==> src/rtl/tmr_pwm_pkg.sv <==
// Purpose: shared constants and types for the two-timer modulator and tone block
// Assumes: classic wishbone slave, 32-bit data, registers in the low byte of each word
// Notes: counter widths per timer are fixed at build time
package tmr_pwm_pkg;
    // register byte offsets
    localparam logic [4:0] first_mode_off = 5'h00;
    localparam logic [4:0] first_count_off = 5'h04;
    localparam logic [4:0] first_duty_off = 5'h08;
    localparam logic [4:0] second_mode_off = 5'h0c;
    localparam logic [4:0] second_count_off = 5'h10;
    localparam logic [4:0] second_duty_off = 5'h14;
    localparam logic [4:0] status_off = 5'h18;
    // mode register field positions
    localparam int mode_enable_bit = 7;
    localparam int mode_rate_lsb = 4;
    localparam int mode_fast_bit = 3;
    localparam int mode_pwm_bit = 2;
    localparam int mode_tone_bit = 1;
    localparam int mode_reload_bit = 0;
    // status register field positions
    localparam int stat_first_req_bit = 0;
    localparam int stat_second_req_bit = 1;
    localparam int stat_first_ien_bit = 4;
    localparam int stat_second_ien_bit = 5;
    // values after reset
    localparam logic [7:0] mode_reset = 8'h00;
    localparam logic [7:0] count_reset = 8'h00;
    localparam logic [7:0] duty_reset = 8'h00;
    // counter width options
    localparam int width_8 = 8;
    localparam int width_6 = 6;
    localparam int width_5 = 5;
    localparam int width_4 = 4;
    // prescaler: slow divides by 2^(10-rate), fast by 2^(7-rate)
    localparam int pre_w = 10;
    localparam logic [3:0] slow_exp = 4'ha;
    localparam logic [3:0] fast_exp = 4'h7;

    typedef struct packed {
        logic enable;
        logic [2:0] rate;
        logic fast;
        logic pwm_en;
        logic tone_en;
        logic reload_en;
    } timer_ctrl_t;
endpackage : tmr_pwm_pkg

==> src/rtl/tmr_pwm_top.sv <==
// Purpose: two timer counters with modulated outputs, tone output on the second
// Assumes: clk_i is the oscillator clock, rst_i synchronous active high
// Notes: duty references are write-only and read back as zero
`timescale 1ns/100ps

module timer_channel
    import tmr_pwm_pkg::*;
#(
    parameter int width = 8
) (
    input wire logic clk_i,
    input wire logic rst_i,
    // control
    input wire timer_ctrl_t ctrl_i,
    input wire logic [7:0] reload_i,
    input wire logic [7:0] duty_i,
    input wire logic count_wr_i,
    input wire logic [7:0] count_wdata_i,
    // results
    output logic [7:0] count_o,
    output logic overflow_o,
    output logic pwm_o,
    output logic tone_o
);
    logic [pre_w-1:0] pre_reg;
    logic [pre_w-1:0] pre_mask;
    logic [3:0] pre_exp;
    logic tick;
    logic [width-1:0] count_reg;
    logic [width-1:0] count_next;
    logic [width-1:0] duty_low;
    logic wrap;
    logic pwm_reg;
    logic tone_reg;

    // clock selection from rate field and fast select
    always_comb begin
        pre_exp = (ctrl_i.fast ? fast_exp : slow_exp) - {1'b0, ctrl_i.rate};
        pre_mask = pre_w'((11'h001 << pre_exp) - 11'h001);
        tick = ctrl_i.enable && ((pre_reg & pre_mask) == pre_mask);
    end

    always_ff @(posedge clk_i) begin
        if (rst_i || !ctrl_i.enable) begin
            pre_reg <= '0;
        end else begin
            pre_reg <= pre_reg + 1'b1;
        end
    end

    // wrap when all counter bits are ones at a tick
    assign wrap = tick && (&count_reg);
    assign duty_low = duty_i[width-1:0];

    always_comb begin
        count_next = count_reg;
        if (count_wr_i) begin
            count_next = count_wdata_i[width-1:0];
        end else if (wrap) begin
            count_next = ctrl_i.reload_en ? reload_i[width-1:0] : '0;
        end else if (tick) begin
            count_next = count_reg + 1'b1;
        end
    end

    always_ff @(posedge clk_i) begin
        if (rst_i) begin
            count_reg <= count_reset[width-1:0];
        end else begin
            count_reg <= count_next;
        end
    end

    // modulated output: high at wrap unless the reference is zero, low on match, starts low
    always_ff @(posedge clk_i) begin
        if (rst_i || !ctrl_i.pwm_en) begin
            pwm_reg <= 1'b0;
        end else if (wrap) begin
            pwm_reg <= (duty_low != '0);
        end else if (count_next == duty_low) begin
            pwm_reg <= 1'b0;
        end
    end

    // tone toggles on each overflow
    always_ff @(posedge clk_i) begin
        if (rst_i || !ctrl_i.tone_en) begin
            tone_reg <= 1'b0;
        end else if (wrap) begin
            tone_reg <= !tone_reg;
        end
    end

    assign count_o = 8'(count_reg);
    assign overflow_o = wrap;
    assign pwm_o = pwm_reg;
    assign tone_o = tone_reg;
endmodule : timer_channel

// Behaviour
// tone enable takes over shared pin from gpio
// tone output is overflow rate halved
// 8-bit counter counts 0 to 255
// counter equals reference drives output low
// counter wrap forces output high
// output low until first wrap after enable
// duty set by reference in single counts
// duty reference reads back as zero
// reference zero holds output low
// software rewrites reference to change duty
// slow clock divides by two^(10-rate)
// fast clock divides by two^(7-rate)
// modulus follows width option 256/64/32/16
// 6-bit overflow from 3fh
// 5-bit overflow from 1fh
// 4-bit overflow from 0fh
// 8-bit overflow from ffh to 00h
// each timer drives its own pin
// reload copies into counter on overflow
// overflow sets request, software clears it
// counter increments on each selected clock
// width option is a build parameter
// compare uses low width bits only
module tmr_pwm_top
    import tmr_pwm_pkg::*;
#(
    parameter int first_width_option = width_8,
    parameter int second_width_option = width_8
) (
    // clock and reset
    input wire logic clk_i,
    input wire logic rst_i,
    // wishbone slave
    input wire logic wb_cyc_i,
    input wire logic wb_stb_i,
    input wire logic wb_we_i,
    input wire logic [4:0] wb_adr_i,
    input wire logic [3:0] wb_sel_i,
    input wire logic [31:0] wb_dat_i,
    output logic [31:0] wb_dat_o,
    output logic wb_ack_o,
    // general purpose drive of the two shared pins
    input wire logic first_pin_gpio_i,
    input wire logic second_pin_gpio_i,
    // pins
    output logic first_modulated_output_o,
    output logic second_modulated_output_o,
    output logic first_pin_gpio_disabled_o,
    output logic second_pin_gpio_disabled_o,
    // overflow requests and their enables
    output logic first_overflow_request_o,
    output logic second_overflow_request_o,
    output logic first_overflow_irq_enable_o,
    output logic second_overflow_irq_enable_o
);
    logic ack_reg;
    logic [31:0] rdata_reg;
    logic [31:0] rdata_next;
    logic wr_take;
    logic [7:0] first_mode_reg;
    logic [7:0] second_timer_mode_reg;
    logic [7:0] first_duty_reference_reg;
    logic [7:0] second_duty_reference_reg;
    logic first_req_reg;
    logic second_overflow_request_reg;
    logic first_ien_reg;
    logic second_overflow_irq_enable_reg;
    logic first_pin_reg;
    logic second_pin_reg;
    timer_ctrl_t first_ctrl;
    timer_ctrl_t second_ctrl;
    logic [7:0] first_count_value;
    logic [7:0] second_count_value;
    logic first_ovf;
    logic second_ovf;
    logic first_pwm;
    logic second_pwm;
    logic second_tone;
    logic first_count_wr;
    logic second_count_wr;

    // write takes effect on the edge where ack is seen
    assign wr_take = wb_cyc_i && wb_stb_i && wb_we_i && ack_reg && wb_sel_i[0];
    assign first_count_wr = wr_take && (wb_adr_i == first_count_off);
    assign second_count_wr = wr_take && (wb_adr_i == second_count_off);

    always_ff @(posedge clk_i) begin
        if (rst_i) begin
            ack_reg <= 1'b0;
        end else begin
            ack_reg <= wb_cyc_i && wb_stb_i && !ack_reg;
        end
    end

    // read mux, unmapped reads return zero
    always_comb begin
        rdata_next = 32'h0000_0000;
        if (wb_adr_i == first_mode_off) begin
            rdata_next[7:0] = first_mode_reg;
        end else if (wb_adr_i == first_count_off) begin
            rdata_next[7:0] = first_count_value;
        end else if (wb_adr_i == second_mode_off) begin
            rdata_next[7:0] = second_timer_mode_reg;
        end else if (wb_adr_i == second_count_off) begin
            rdata_next[7:0] = second_count_value;
        end else if (wb_adr_i == status_off) begin
            rdata_next[stat_first_req_bit] = first_req_reg;
            rdata_next[stat_second_req_bit] = second_overflow_request_reg;
            rdata_next[stat_first_ien_bit] = first_ien_reg;
            rdata_next[stat_second_ien_bit] = second_overflow_irq_enable_reg;
        end
        // duty references stay at zero on read R8
    end

    always_ff @(posedge clk_i) begin
        if (rst_i) begin
            rdata_reg <= 32'h0000_0000;
        end else if (wb_cyc_i && wb_stb_i && !ack_reg) begin
            rdata_reg <= rdata_next;
        end
    end

    // control and duty registers
    always_ff @(posedge clk_i) begin
        if (rst_i) begin
            first_mode_reg <= mode_reset;
            second_timer_mode_reg <= mode_reset;
            first_duty_reference_reg <= duty_reset;
            second_duty_reference_reg <= duty_reset;
            first_ien_reg <= 1'b0;
            second_overflow_irq_enable_reg <= 1'b0;
        end else if (wr_take) begin
            if (wb_adr_i == first_mode_off) begin
                first_mode_reg <= wb_dat_i[7:0];
            end else if (wb_adr_i == first_duty_off) begin
                first_duty_reference_reg <= wb_dat_i[7:0];
            end else if (wb_adr_i == second_mode_off) begin
                second_timer_mode_reg <= wb_dat_i[7:0];
            end else if (wb_adr_i == second_duty_off) begin
                second_duty_reference_reg <= wb_dat_i[7:0];
            end else if (wb_adr_i == status_off) begin
                first_ien_reg <= wb_dat_i[stat_first_ien_bit];
                second_overflow_irq_enable_reg <= wb_dat_i[stat_second_ien_bit];
            end
        end
    end

    // overflow requests: set wins over write-one-to-clear
    always_ff @(posedge clk_i) begin
        if (rst_i) begin
            first_req_reg <= 1'b0;
            second_overflow_request_reg <= 1'b0;
        end else begin
            if (first_ovf) begin
                first_req_reg <= 1'b1;
            end else if (wr_take && (wb_adr_i == status_off) && wb_dat_i[stat_first_req_bit]) begin
                first_req_reg <= 1'b0;
            end
            if (second_ovf) begin
                second_overflow_request_reg <= 1'b1;
            end else if (wr_take && (wb_adr_i == status_off) && wb_dat_i[stat_second_req_bit]) begin
                second_overflow_request_reg <= 1'b0;
            end
        end
    end

    always_comb begin
        first_ctrl.enable = first_mode_reg[mode_enable_bit];
        first_ctrl.rate = first_mode_reg[mode_rate_lsb +: 3];
        first_ctrl.fast = first_mode_reg[mode_fast_bit];
        first_ctrl.pwm_en = first_mode_reg[mode_pwm_bit];
        first_ctrl.tone_en = 1'b0;
        first_ctrl.reload_en = first_mode_reg[mode_reload_bit];
        second_ctrl.enable = second_timer_mode_reg[mode_enable_bit];
        second_ctrl.rate = second_timer_mode_reg[mode_rate_lsb +: 3];
        second_ctrl.fast = second_timer_mode_reg[mode_fast_bit];
        second_ctrl.pwm_en = second_timer_mode_reg[mode_pwm_bit];
        second_ctrl.tone_en = second_timer_mode_reg[mode_tone_bit];
        second_ctrl.reload_en = second_timer_mode_reg[mode_reload_bit];
    end

    timer_channel #(
        .width(first_width_option)
    ) u_first (
        .clk_i(clk_i),
        .rst_i(rst_i),
        .ctrl_i(first_ctrl),
        .reload_i(first_duty_reference_reg),
        .duty_i(first_duty_reference_reg),
        .count_wr_i(first_count_wr),
        .count_wdata_i(wb_dat_i[7:0]),
        .count_o(first_count_value),
        .overflow_o(first_ovf),
        .pwm_o(first_pwm),
        .tone_o()
    );

    timer_channel #(
        .width(second_width_option)
    ) u_second (
        .clk_i(clk_i),
        .rst_i(rst_i),
        .ctrl_i(second_ctrl),
        .reload_i(second_duty_reference_reg),
        .duty_i(second_duty_reference_reg),
        .count_wr_i(second_count_wr),
        .count_wdata_i(wb_dat_i[7:0]),
        .count_o(second_count_value),
        .overflow_o(second_ovf),
        .pwm_o(second_pwm),
        .tone_o(second_tone)
    );

    // pin muxes: each timer to its own pin, tone first on the second pin
    always_ff @(posedge clk_i) begin
        if (rst_i) begin
            first_pin_reg <= 1'b0;
            second_pin_reg <= 1'b0;
        end else begin
            first_pin_reg <= first_ctrl.pwm_en ? first_pwm : first_pin_gpio_i;
            if (second_ctrl.tone_en) begin
                second_pin_reg <= second_tone;
            end else if (second_ctrl.pwm_en) begin
                second_pin_reg <= second_pwm;
            end else begin
                second_pin_reg <= second_pin_gpio_i;
            end
        end
    end

    assign wb_ack_o = ack_reg;
    assign wb_dat_o = rdata_reg;
    assign first_modulated_output_o = first_pin_reg;
    assign second_modulated_output_o = second_pin_reg;
    assign first_pin_gpio_disabled_o = first_ctrl.pwm_en;
    assign second_pin_gpio_disabled_o = second_ctrl.tone_en || second_ctrl.pwm_en;
    assign first_overflow_request_o = first_req_reg;
    assign second_overflow_request_o = second_overflow_request_reg;
    assign first_overflow_irq_enable_o = first_ien_reg;
    assign second_overflow_irq_enable_o = second_overflow_irq_enable_reg;
endmodule : tmr_pwm_top

==> config.mk <==
export PLATFORM = sky130hd
export DESIGN_NAME = tmr_pwm_top
export DESIGN_NICKNAME = d
export VERILOG_FILES = /design/src/rtl/tmr_pwm_pkg.sv /design/src/rtl/tmr_pwm_top.sv
export SDC_FILE = /design/constraint.sdc
export NUM_CORES = 1
export LEC_CHECK = 0
export ABC_AREA = 1
export BUFFER_PORTS_ARGS = -buffer_cell sky130_fd_sc_hd__clkbuf_2
export CAP_MARGIN = 10
export CORE_ASPECT_RATIO = 1.5
export CORE_UTILIZATION = 39
export CTS_BUF_LIST = sky130_fd_sc_hd__clkbuf_4 sky130_fd_sc_hd__clkbuf_8
export DETAILED_ROUTE_END_ITERATION = 12
export GPL_ROUTABILITY_DRIVEN = 0
export PLACE_DENSITY_LB_ADDON = 0.2
export SYNTH_ARGS = -nofsm -noshare
export SYNTH_HDL_FRONTEND = slang
export SYNTH_SLANG_ARGS = --single-unit
export TNS_END_PERCENT = 30
==> constraint.sdc <==
create_clock -name clk_i -period 4.2 [get_ports clk_i]
set_input_delay 0.42 -clock clk_i [delete_from_list [all_inputs] [get_ports clk_i]]
set_output_delay 0.42 -clock clk_i [all_outputs]
set_load 0.01 [all_outputs]
==> run metrics, run 1 <==
Clock transition at path regs=100 ps; CTS max path bufs=2; Maximum Capacitance Violations=0; CP max FO=18; synthesized area per cell=6.42 µm²; share of cells above drive strength 1=0.109; Critical Path End Type=flip-flop; Top cell by count, worst path=nand2_1; CP delay by family, top=simple AND/OR/NAND/NOR gates; vias in the first global route=4887; Global Route Usage Sum=0.212; gr ovfl total=0; Inserted Diodes=0; DP Cell Count=1037; area occupied by multi-input gates=0.00318 mm²; row count=52; Startpoint Class=flip-flop; WHS=323 ps; largest net degree at the start of global routing=27; post-cts sizing count=0; Yosys top cell by area=dfxtp_1; top-count cell post-synth=nand2_1; Syn Std Cell Area=0.00547 mm²; 1st-iter DRT viols=256; slowest stage delay, CP=480 ps; drt drc=0; final slew viol count=0; core region area=0.0136 mm²; Crit-path slowest cell=dfxtp_1; Max H-tree Level=3; die area=0.0145 mm²; Power Density=256 mW/mm²; Sink Count=86; Pleak=2.62 nW; Main synth FF type=dfxtp_1; # port buffers=37; clock root cell=clkbuf_8; WP data required=4460 ps; Nets=946; Hold Path Class=in -> reg; Setup CP Type=reg -> reg; CTS tree=built; fin cells=1053; filler instances=1501; IO Count=89; Area contributors post-synth=dfxtp_1 31%, nand2_1 16%, a21oi_1 7.7%; FF+latch area=0.00172 mm²; maximum clock frequency=270 MHz; max_slew headroom=0.422; Post-CTS Hold Fix Bufs=0; actual slew at the worst max-slew pin=865 ps; final setup violation count=0; vias per cell=5.12; CTS Buf Count=9; CP arrival=3960 ps; Peak VDD IR=0.153 mV; #FFs+latches synth=86; WL/cell=14.2 µm; Routed WL=14900 µm; setup bufs post-CTS=0; Initial Util=0.402; crit share post-route=0.882; status=finished, final reports clean; Post-synth top cells=237 x nand2_1, 104 x inv_1, 86 x dfxtp_1, 84 x a21oi_1, 63 x o21ai_0; initial antenna violation count=0; Worst-Skew Late Latency=380 ps; area grow syn2layout=8.01%; Syn. warnings=0; die height=147 µm; die width=98.7 µm; CP bufs+invs=3; Post-Syn Instances=852; RSZ-0062 raised after global routing=no; Async S/R FF share, synth=0; first-pass GRT wire length=24300 µm; Yosys cell types=39; Post-synth EDFFs=0; ANT nets after route=0; CP Cell Sequence=inv_1, ha_1, inv_1, nor3_4, nand2_1, ha_1, o21a_1, o21ai_0, nor2_1, nand2_1, nor2_2, nand2_2, nor2_8, nand2_2, inv_1, nand2_1, nand3_1, nand3_1, nand2_1, nand2_1, o21ai_1, a21oi_1; HPWL Detailed=11400 µm; drt first pass iters=5; Setup TNS Final=0 ps; sequential fraction of the synthesis area=0.315; Synth top area share=0.315; Final Hold Vio Count=0; via count=5387; crit path time final=3700 ps; Fin Clk Skew=14.2 ps
## power breakdown
group	internal (W)	switching (W)	leakage, nW	total (W)
combinational	0.0000170	0.0000529	1.83	0.0000699
clock	0.000277	0.000341	0.0960	0.000619
sequential	0.000819	0.00000270	0.694	0.000821
total	0.00111	0.000397	2.62	0.00151
## kinds of logic (layout without fill, tap and decap cells)
group           after synthesis  count (layout)  synth area share
simple gates                424             424             0.355
other cells                   1              24          0.000686
buf+inv                     147             163             0.120
xor+xnor                      9               9            0.0144
fa+ha+maj                    12              12            0.0274
flops                        86              86             0.315
compound gates              173             173             0.168
## cell usage in the layout, fill, tap and decap left out, types with 2 or more instances in the layout
master	synthesis	layout
nand3_2	7	7
inv_1	104	104
clkinv_2	1	3
clkinvlp_4	0	2
nor2_2	4	4
clkbuf_2	0	37
nand4_1	17	17
inv_2	2	2
nor3_2	3	3
o21a_1	2	2
nand3_1	56	56
nand2_1	237	237
a22o_1	3	3
a31oi_1	4	4
o21ai_1	8	8
nor2_1	56	56
nand2_4	2	2
dfxtp_1	86	86
conb_1	1	24
xor2_1	9	9
o211ai_1	3	3
nor4_1	5	5
nor2_8	2	2
o21ai_0	63	63
inv_6	0	2
nand2_2	15	15
ha_1	12	12
buf_4	24	3
a21oi_1	84	84
nor3_1	12	12
nand3b_1	4	4
a221oi_1	3	3
clkbuf_8	0	9
## per-layer routing
metal  vias up  global-route usage  wire (µm)
li1       2813                   -          -
met1      2433               0.257       6500
met2       120               0.382       7480
met3        21              0.0300        576
met4         0              0.0724        346
met5         -                   0          0
## path summary, 6_finish.rpt
| path | from | endpoint | slack (ps) | cells past startpoint |
|---|---|---|---|---|
| worst max-delay path | second_ctrl[3]$_SDFFE_PP0P_ | u_second.pwm_o$_SDFFE_PP0P_ | 500 | 22 |
| worst max register to register | second_ctrl[3]$_SDFFE_PP0P_ | u_second.pwm_o$_SDFFE_PP0P_ | 500 | 22 |
| worst min register to register | u_first.pwm_o$_SDFFE_PP0P_ | first_modulated_output_o$_SDFF_PP0_ | 460 | 2 |
| worst min-delay path | first_pin_gpio_i | first_modulated_output_o$_SDFF_PP0_ | 320 | 3 |
## metrics by stage
stage          area (µm²)  setup slack [ps]   util  power (W)
2_1_floorplan        5560              1130      -   0.000894
3_3_place_gp         5710               555  0.420   0.000910
3_5_place_dp         5710               484  0.420   0.000910
4_1_cts              5910               455  0.434    0.00151
5_1_grt              5910              66.0  0.434    0.00155
6_report             5910               497  0.434    0.00151
## area by class of cell
type                    instances  area share
clock buffers                   9      0.0210
inverters                     107      0.0682
well taps                     162      0.0343
clock inverters                 7      0.0123
repair buffers                 40      0.0352
multi-input cells             642       0.538
flip-flops and latches         86       0.291
## worst reg2reg max path, delay by kind of cell (launching register included)
| kind | cells | cell delay (ps) |
|---|---|---|
| AND/OR/NAND/NOR | 13 | 1630 |
| AO/OA/AOI/OAI | 4 | 390 |
| flip-flops | 1 | 480 |
| adder cells (fa/ha/maj) | 2 | 650 |
| buffers and inverters | 3 | 440 |
No activity file was read; power rests on OpenSTA's default activity.
==> run 2, diff against run 1 <==
==> constraint.sdc (replaced) <==
create_clock -name clk_i -period 4.2 [get_ports clk_i]
set_input_delay 0.21 -clock clk_i [delete_from_list [all_inputs] [get_ports clk_i]]
set_output_delay 0.21 -clock clk_i [all_outputs]
set_load 0.01 [all_outputs]
==> run 2 against run 1 <==
Net effect:
- clock skew is 1.6 ps lower
- worst setup slack better by 83 ps
- non-clock buffer count stayed put
- via count is 0.63% lower
- largest power group unchanged
- clock power is 11% lower
- final cell count stayed put
- core utilization is 0.17 points lower
- count of clock-buffer cells in the layout stayed put
- total power is 4.6% lower
- register-to-register slack better by 80 ps
- critical path type unchanged
- wire length is 1.4% lower
- sequential share of layout area is 0.11 points higher
==> run metrics, run 2 (synthesis gave the netlist of run 1 again) <==
final slew viol count=0; WP data required=4470 ps; Post-CTS Hold Fix Bufs=0; Sink Count=86; Critical Path End Type=flip-flop; sw frac=0.270; die height=147 µm; CP Cell Sequence=inv_1, ha_1, inv_1, nor3_4, nand2_1, ha_1, o21a_1, o21ai_0, nor2_1, nand2_1, nor2_2, nand2_2, nor2_8, nand2_2, inv_1, nand2_1, nand3_1, nand3_1, nand2_1, nand2_1, o21ai_1, a21oi_1; die area=0.0145 mm²; P_int=0.00105 W; CP delay by family, top=simple AND/OR/NAND/NOR gates; drt drc=0; gr ovfl total=0; share of cells above drive strength 1=0.109; drt first pass iters=4; final total power=0.00144 W; commonest non-fill, non-tap cell in the layout=nand2_1; final setup margin=580 ps; RSZ-0062 raised after global routing=no; die width=98.7 µm; Peak VDD IR=0.165 mV; sequential power share=0.570; final setup violation count=0; initial antenna violation count=0; Max H-tree Level=3; Nets=946; CTS max path bufs=2; Clock transition at path regs=100 ps; largest net degree at the start of global routing=27; clock root cell=clkbuf_8; Top cell by count, worst path=nand2_1; Pleak=2.60 nW; post-cts sizing count=0; filler instances=1487; max_slew headroom=0.405; GR Layer Usage met1=0.250; core region area=0.0136 mm²; first-pass GRT wire length=24200 µm; CTS Buf Count=9; 1st-iter DRT viols=226; Clock power frac=0.381; status=finished, final reports clean; GR Layer Usage met2=0.368; crit path time final=3620 ps; via count=5353; ANT nets after route=0; FF+latch area=0.00172 mm²; combinational power share=0.049; # port buffers=37; IO Count=89; Setup CP Type=reg -> reg; WHS=111 ps; HPWL Detailed=11300 µm; Startpoint Class=flip-flop; Global Route Usage Sum=0.212; CTS tree=built; CP arrival=3890 ps; vias in the first global route=4980; Setup TNS Final=0 ps; Fin Clk Skew=12.6 ps; maximum clock frequency=276 MHz; Crit-path slowest cell=dfxtp_1; CP max FO=18; actual slew at the worst max-slew pin=889 ps; slowest stage delay, CP=460 ps; Worst-Skew Late Latency=370 ps; Power Density=245 mW/mm²; Inserted Diodes=0; Maximum Capacitance Violations=0; Hold Path Class=in -> reg; Initial Util=0.402; crit share post-route=0.862; row count=52; Psw=0.000389 W; setup bufs post-CTS=0; WL/cell=14.0 µm; area occupied by multi-input gates=0.00318 mm²; vias per cell=5.08; Routed WL=14700 µm; Global Route met3 Usage=0.0314; area grow syn2layout=7.59%; CP bufs+invs=3; global route hottest layer=met2; Place WS=573 ps; most frequent cells in the layout=237 x nand2_1, 104 x inv_1, 86 x dfxtp_1; Final Hold Vio Count=0
run 2: cell types whose count changed in the layout (fill, tap and decap cells not counted), sizes merged:
cell / change
clkinv: +1
clkinvlp: +1
inv: -1
bufinv: -1
run 2: layer usage:
| layer | up-vias | routed length (µm) |
|---|---|---|
| met1 | 2386 | 6350 |
| met2 | 125 | 7160 |
| met5 | - | 0 |
| met4 | 0 | 635 |
| met3 | 34 | 553 |
| li1 | 2808 | - |
run 2: worst paths after layout:
kind	from	endpoint	slack, ps	cells after the start
worst max-delay path	second_ctrl[3]$_SDFFE_PP0P_	u_second.pwm_o$_SDFFE_PP0P_	580	22
worst min-delay path	first_pin_gpio_i	first_modulated_output_o$_SDFF_PP0_	110	3
worst max register to register	second_ctrl[3]$_SDFFE_PP0P_	u_second.pwm_o$_SDFFE_PP0P_	580	22
worst min register to register	u_first.pwm_o$_SDFFE_PP0P_	first_modulated_output_o$_SDFF_PP0_	450	2
run 2: power by group through the flow:
stage / combinational, W / sequential, W / clock, W
2_1_floorplan: 0.0000523 / 0.000841 / 0
3_3_place_gp: 0.0000701 / 0.000840 / 0
3_5_place_dp: 0.0000700 / 0.000840 / 0
4_1_cts: 0.0000701 / 0.000821 / 0.000565
5_1_grt: 0.0000778 / 0.000822 / 0.000600
6_report: 0.0000703 / 0.000821 / 0.000550
run 2: through the flow:
step	cells	utilization	area, µm²
finish	1053	0.433	5890
global route	1053	0.433	5890
CTS	1053	0.433	5890
detailed placement	1037	0.420	5710
global placement	1037	0.420	5710
floorplan	875	-	5560
run 2: layout make-up:
cell class / instances / share of cell area
Clock inverter: 7 / 0.00850
Inverter: 107 / 0.0685
Timing Repair Buffer: 40 / 0.0353
Clock buffer: 9 / 0.0210
Sequential cell: 86 / 0.293
Multi-Input combinational cell: 642 / 0.540
Tap cell: 162 / 0.0344
run 2: tightest hold or removal path: cells and delay by family:
| family | cells | cell delay [ps] |
|---|---|---|
| AO/OA/AOI/OAI | 2 | 160 |
| buffers and inverters | 1 | 70 |
==> run 3, diff against run 2 <==
clock period = 4.6 ns   (was 4.2 ns; I/O delays follow)
==> run 3 against run 2 <==
Net effect:
- core utilization grew 0.31 points
- critical path depth grew 4
- fmax shrank 3.0%
- via count grew 0.60%
- final cell count is essentially flat
- wire length grew 0.87%
- register-to-register slack gained 290 ps
- combinational power shrank 8.8%
- global-route usage grew 0.21 points
- first-iteration DRC count grew 1.8%
- critical endpoint is now u_first.pwm_o$_SDFFE_PP0P_
- largest cell class unchanged
- largest power group unchanged
==> run metrics, run 3 (synthesis gave the netlist of run 1 again) <==
status=finished, final reports clean; IO Count=89; max_slew headroom=0.432; RSZ-0062 raised after global routing=no; GR Layer Usage met2=0.381; Clock transition at path regs=100 ps; ANT nets after route=0; fin cells=1052; slowest stage delay, CP=470 ps; maximum clock frequency=268 MHz; WP data required=4860 ps; commonest non-fill, non-tap cell in the layout=nand2_1; crit path time final=3730 ps; Critical Path End Type=flip-flop; Sink Count=86; slack of the worst reg-to-reg path=870 ps; final slew viol count=0; FF+latch area=0.00172 mm²; Final Hold Vio Count=0; Min-Delay Path Depth=3; most frequent cells in the layout=237 x nand2_1, 104 x inv_1, 86 x dfxtp_1; drt drc=0; row count=52; area occupied by multi-input gates=0.00318 mm²; filler instances=1499; GR Layer Usage met1=0.258; Hold Path Class=in -> reg; Post-CTS Hold Fix Bufs=0; Pleak=2.62 nW; HPWL Detailed=11400 µm; area grow syn2layout=8.37%; Crit-path slowest cell=dfxtp_1; Initial Util=0.402; gr ovfl total=0; CTS tree=built; Global Route Usage Sum=0.214; crit share post-route=0.811; setup bufs post-CTS=0; Power Density=242 mW/mm²; largest net degree at the start of global routing=43; 1st-iter DRT viols=230; clock root cell=clkbuf_8; cell depth of the worst flop-to-flop path=26; Setup CP Type=reg -> reg; Fin Clk Skew=12.7 ps; die height=147 µm; Nets=945; CTS Buf Count=9; worst r2r src=first_mode_reg[3]$_SDFFE_PP0P_; CP max FO=17; WHS=135 ps; Peak VDD IR=0.151 mV; first-pass GRT wire length=24500 µm; drt first pass iters=5; vias per cell=5.12; initial antenna violation count=0; Setup TNS Final=0 ps; min-delay src=first_pin_gpio_i; Routed WL=14800 µm; # port buffers=37; Reg-to-Reg End=u_first.pwm_o$_SDFFE_PP0P_; final setup violation count=0; Global Route met3 Usage=0.0228; Startpoint Class=flip-flop; via count=5385; WL/cell=14.1 µm; core region area=0.0136 mm²; CTS max path bufs=2; actual slew at the worst max-slew pin=850 ps; Max H-tree Level=3; WHS Endpoint=first_modulated_output_o$_SDFF_PP0_; die width=98.7 µm; Inserted Diodes=0; Top cell by count, worst path=nand2_1; Maximum Capacitance Violations=0; die area=0.0145 mm²; global route hottest layer=met2; DP Cell Count=1036; CP arrival=3990 ps; vias in the first global route=4979; share of cells above drive strength 1=0.108; Worst-Skew Late Latency=380 ps; fin util=0.436; post-cts sizing count=0
[run 3: cell types whose count changed in the layout (fill, tap and decap cells not counted)]
cell        delta
clkinv_2       -2
clkinvlp_4     -1
clkinv_4       -1
inv_6          +1
bufinv_16      +2
buf_4          -1
clkbuf_4       +1
[run 3: metrics by stage]
stage          setup slack, ps  area (µm²)  power, W
2_1_floorplan             1530        5560  0.000816
3_3_place_gp               955        5700  0.000831
3_5_place_dp               894        5700  0.000831
4_1_cts                    834        5930   0.00145
5_1_grt                    470        5930   0.00148
6_report                   869        5930   0.00144
[run 3: power breakdown]
| part | total [W] | internal, W | switching, W |
|---|---|---|---|
| clock network | 0.000623 | 0.000316 | 0.000307 |
| logic | 0.0000641 | 0.0000156 | 0.0000485 |
| registers | 0.000750 | 0.000747 | 0.00000227 |
| total | 0.00144 | 0.00108 | 0.000358 |
[run 3: layout make-up]
cell class	instances	area share
inverters	107	0.0680
flip-flops and latches	86	0.290
well taps	162	0.0342
repair buffers	39	0.0338
clock buffers	10	0.0222
clock inverters	6	0.0156
multi-input cells	642	0.536
[run 3: layer usage]
layer	share of wire	vias to the layer above
li1	-	2806
met5	0	-
met1	0.44	2422
met3	0.036	28
met2	0.50	129
met4	0.030	0
[run 3: worst max-delay path by stage]
stage | start | end | cells after the start
finish | first_mode_reg[3]$_SDFFE_PP0P_ | u_first.pwm_o$_SDFFE_PP0P_ | 26
global route | first_mode_reg[3]$_SDFFE_PP0P_ | u_first.pwm_o$_SDFFE_PP0P_ | 26
CTS | first_mode_reg[3]$_SDFFE_PP0P_ | u_first.pwm_o$_SDFFE_PP0P_ | 26
detailed placement | first_mode_reg[3]$_SDFFE_PP0P_ | u_first.pwm_o$_SDFFE_PP0P_ | 26
global placement | first_mode_reg[3]$_SDFFE_PP0P_ | u_first.pwm_o$_SDFFE_PP0P_ | 26
floorplan | second_ctrl[3]$_SDFFE_PP0P_ | u_second.pwm_o$_SDFFE_PP0P_ | 25
[run 3: critical path, delay by kind of cell, from the launching register on]
| kind | cells | cell delay (ps) |
|---|---|---|
| simple gates | 21 | 2240 |
| buf+inv | 2 | 310 |
| compound gates | 1 | 50 |
| flops | 1 | 470 |
| fa+ha+maj | 2 | 540 |
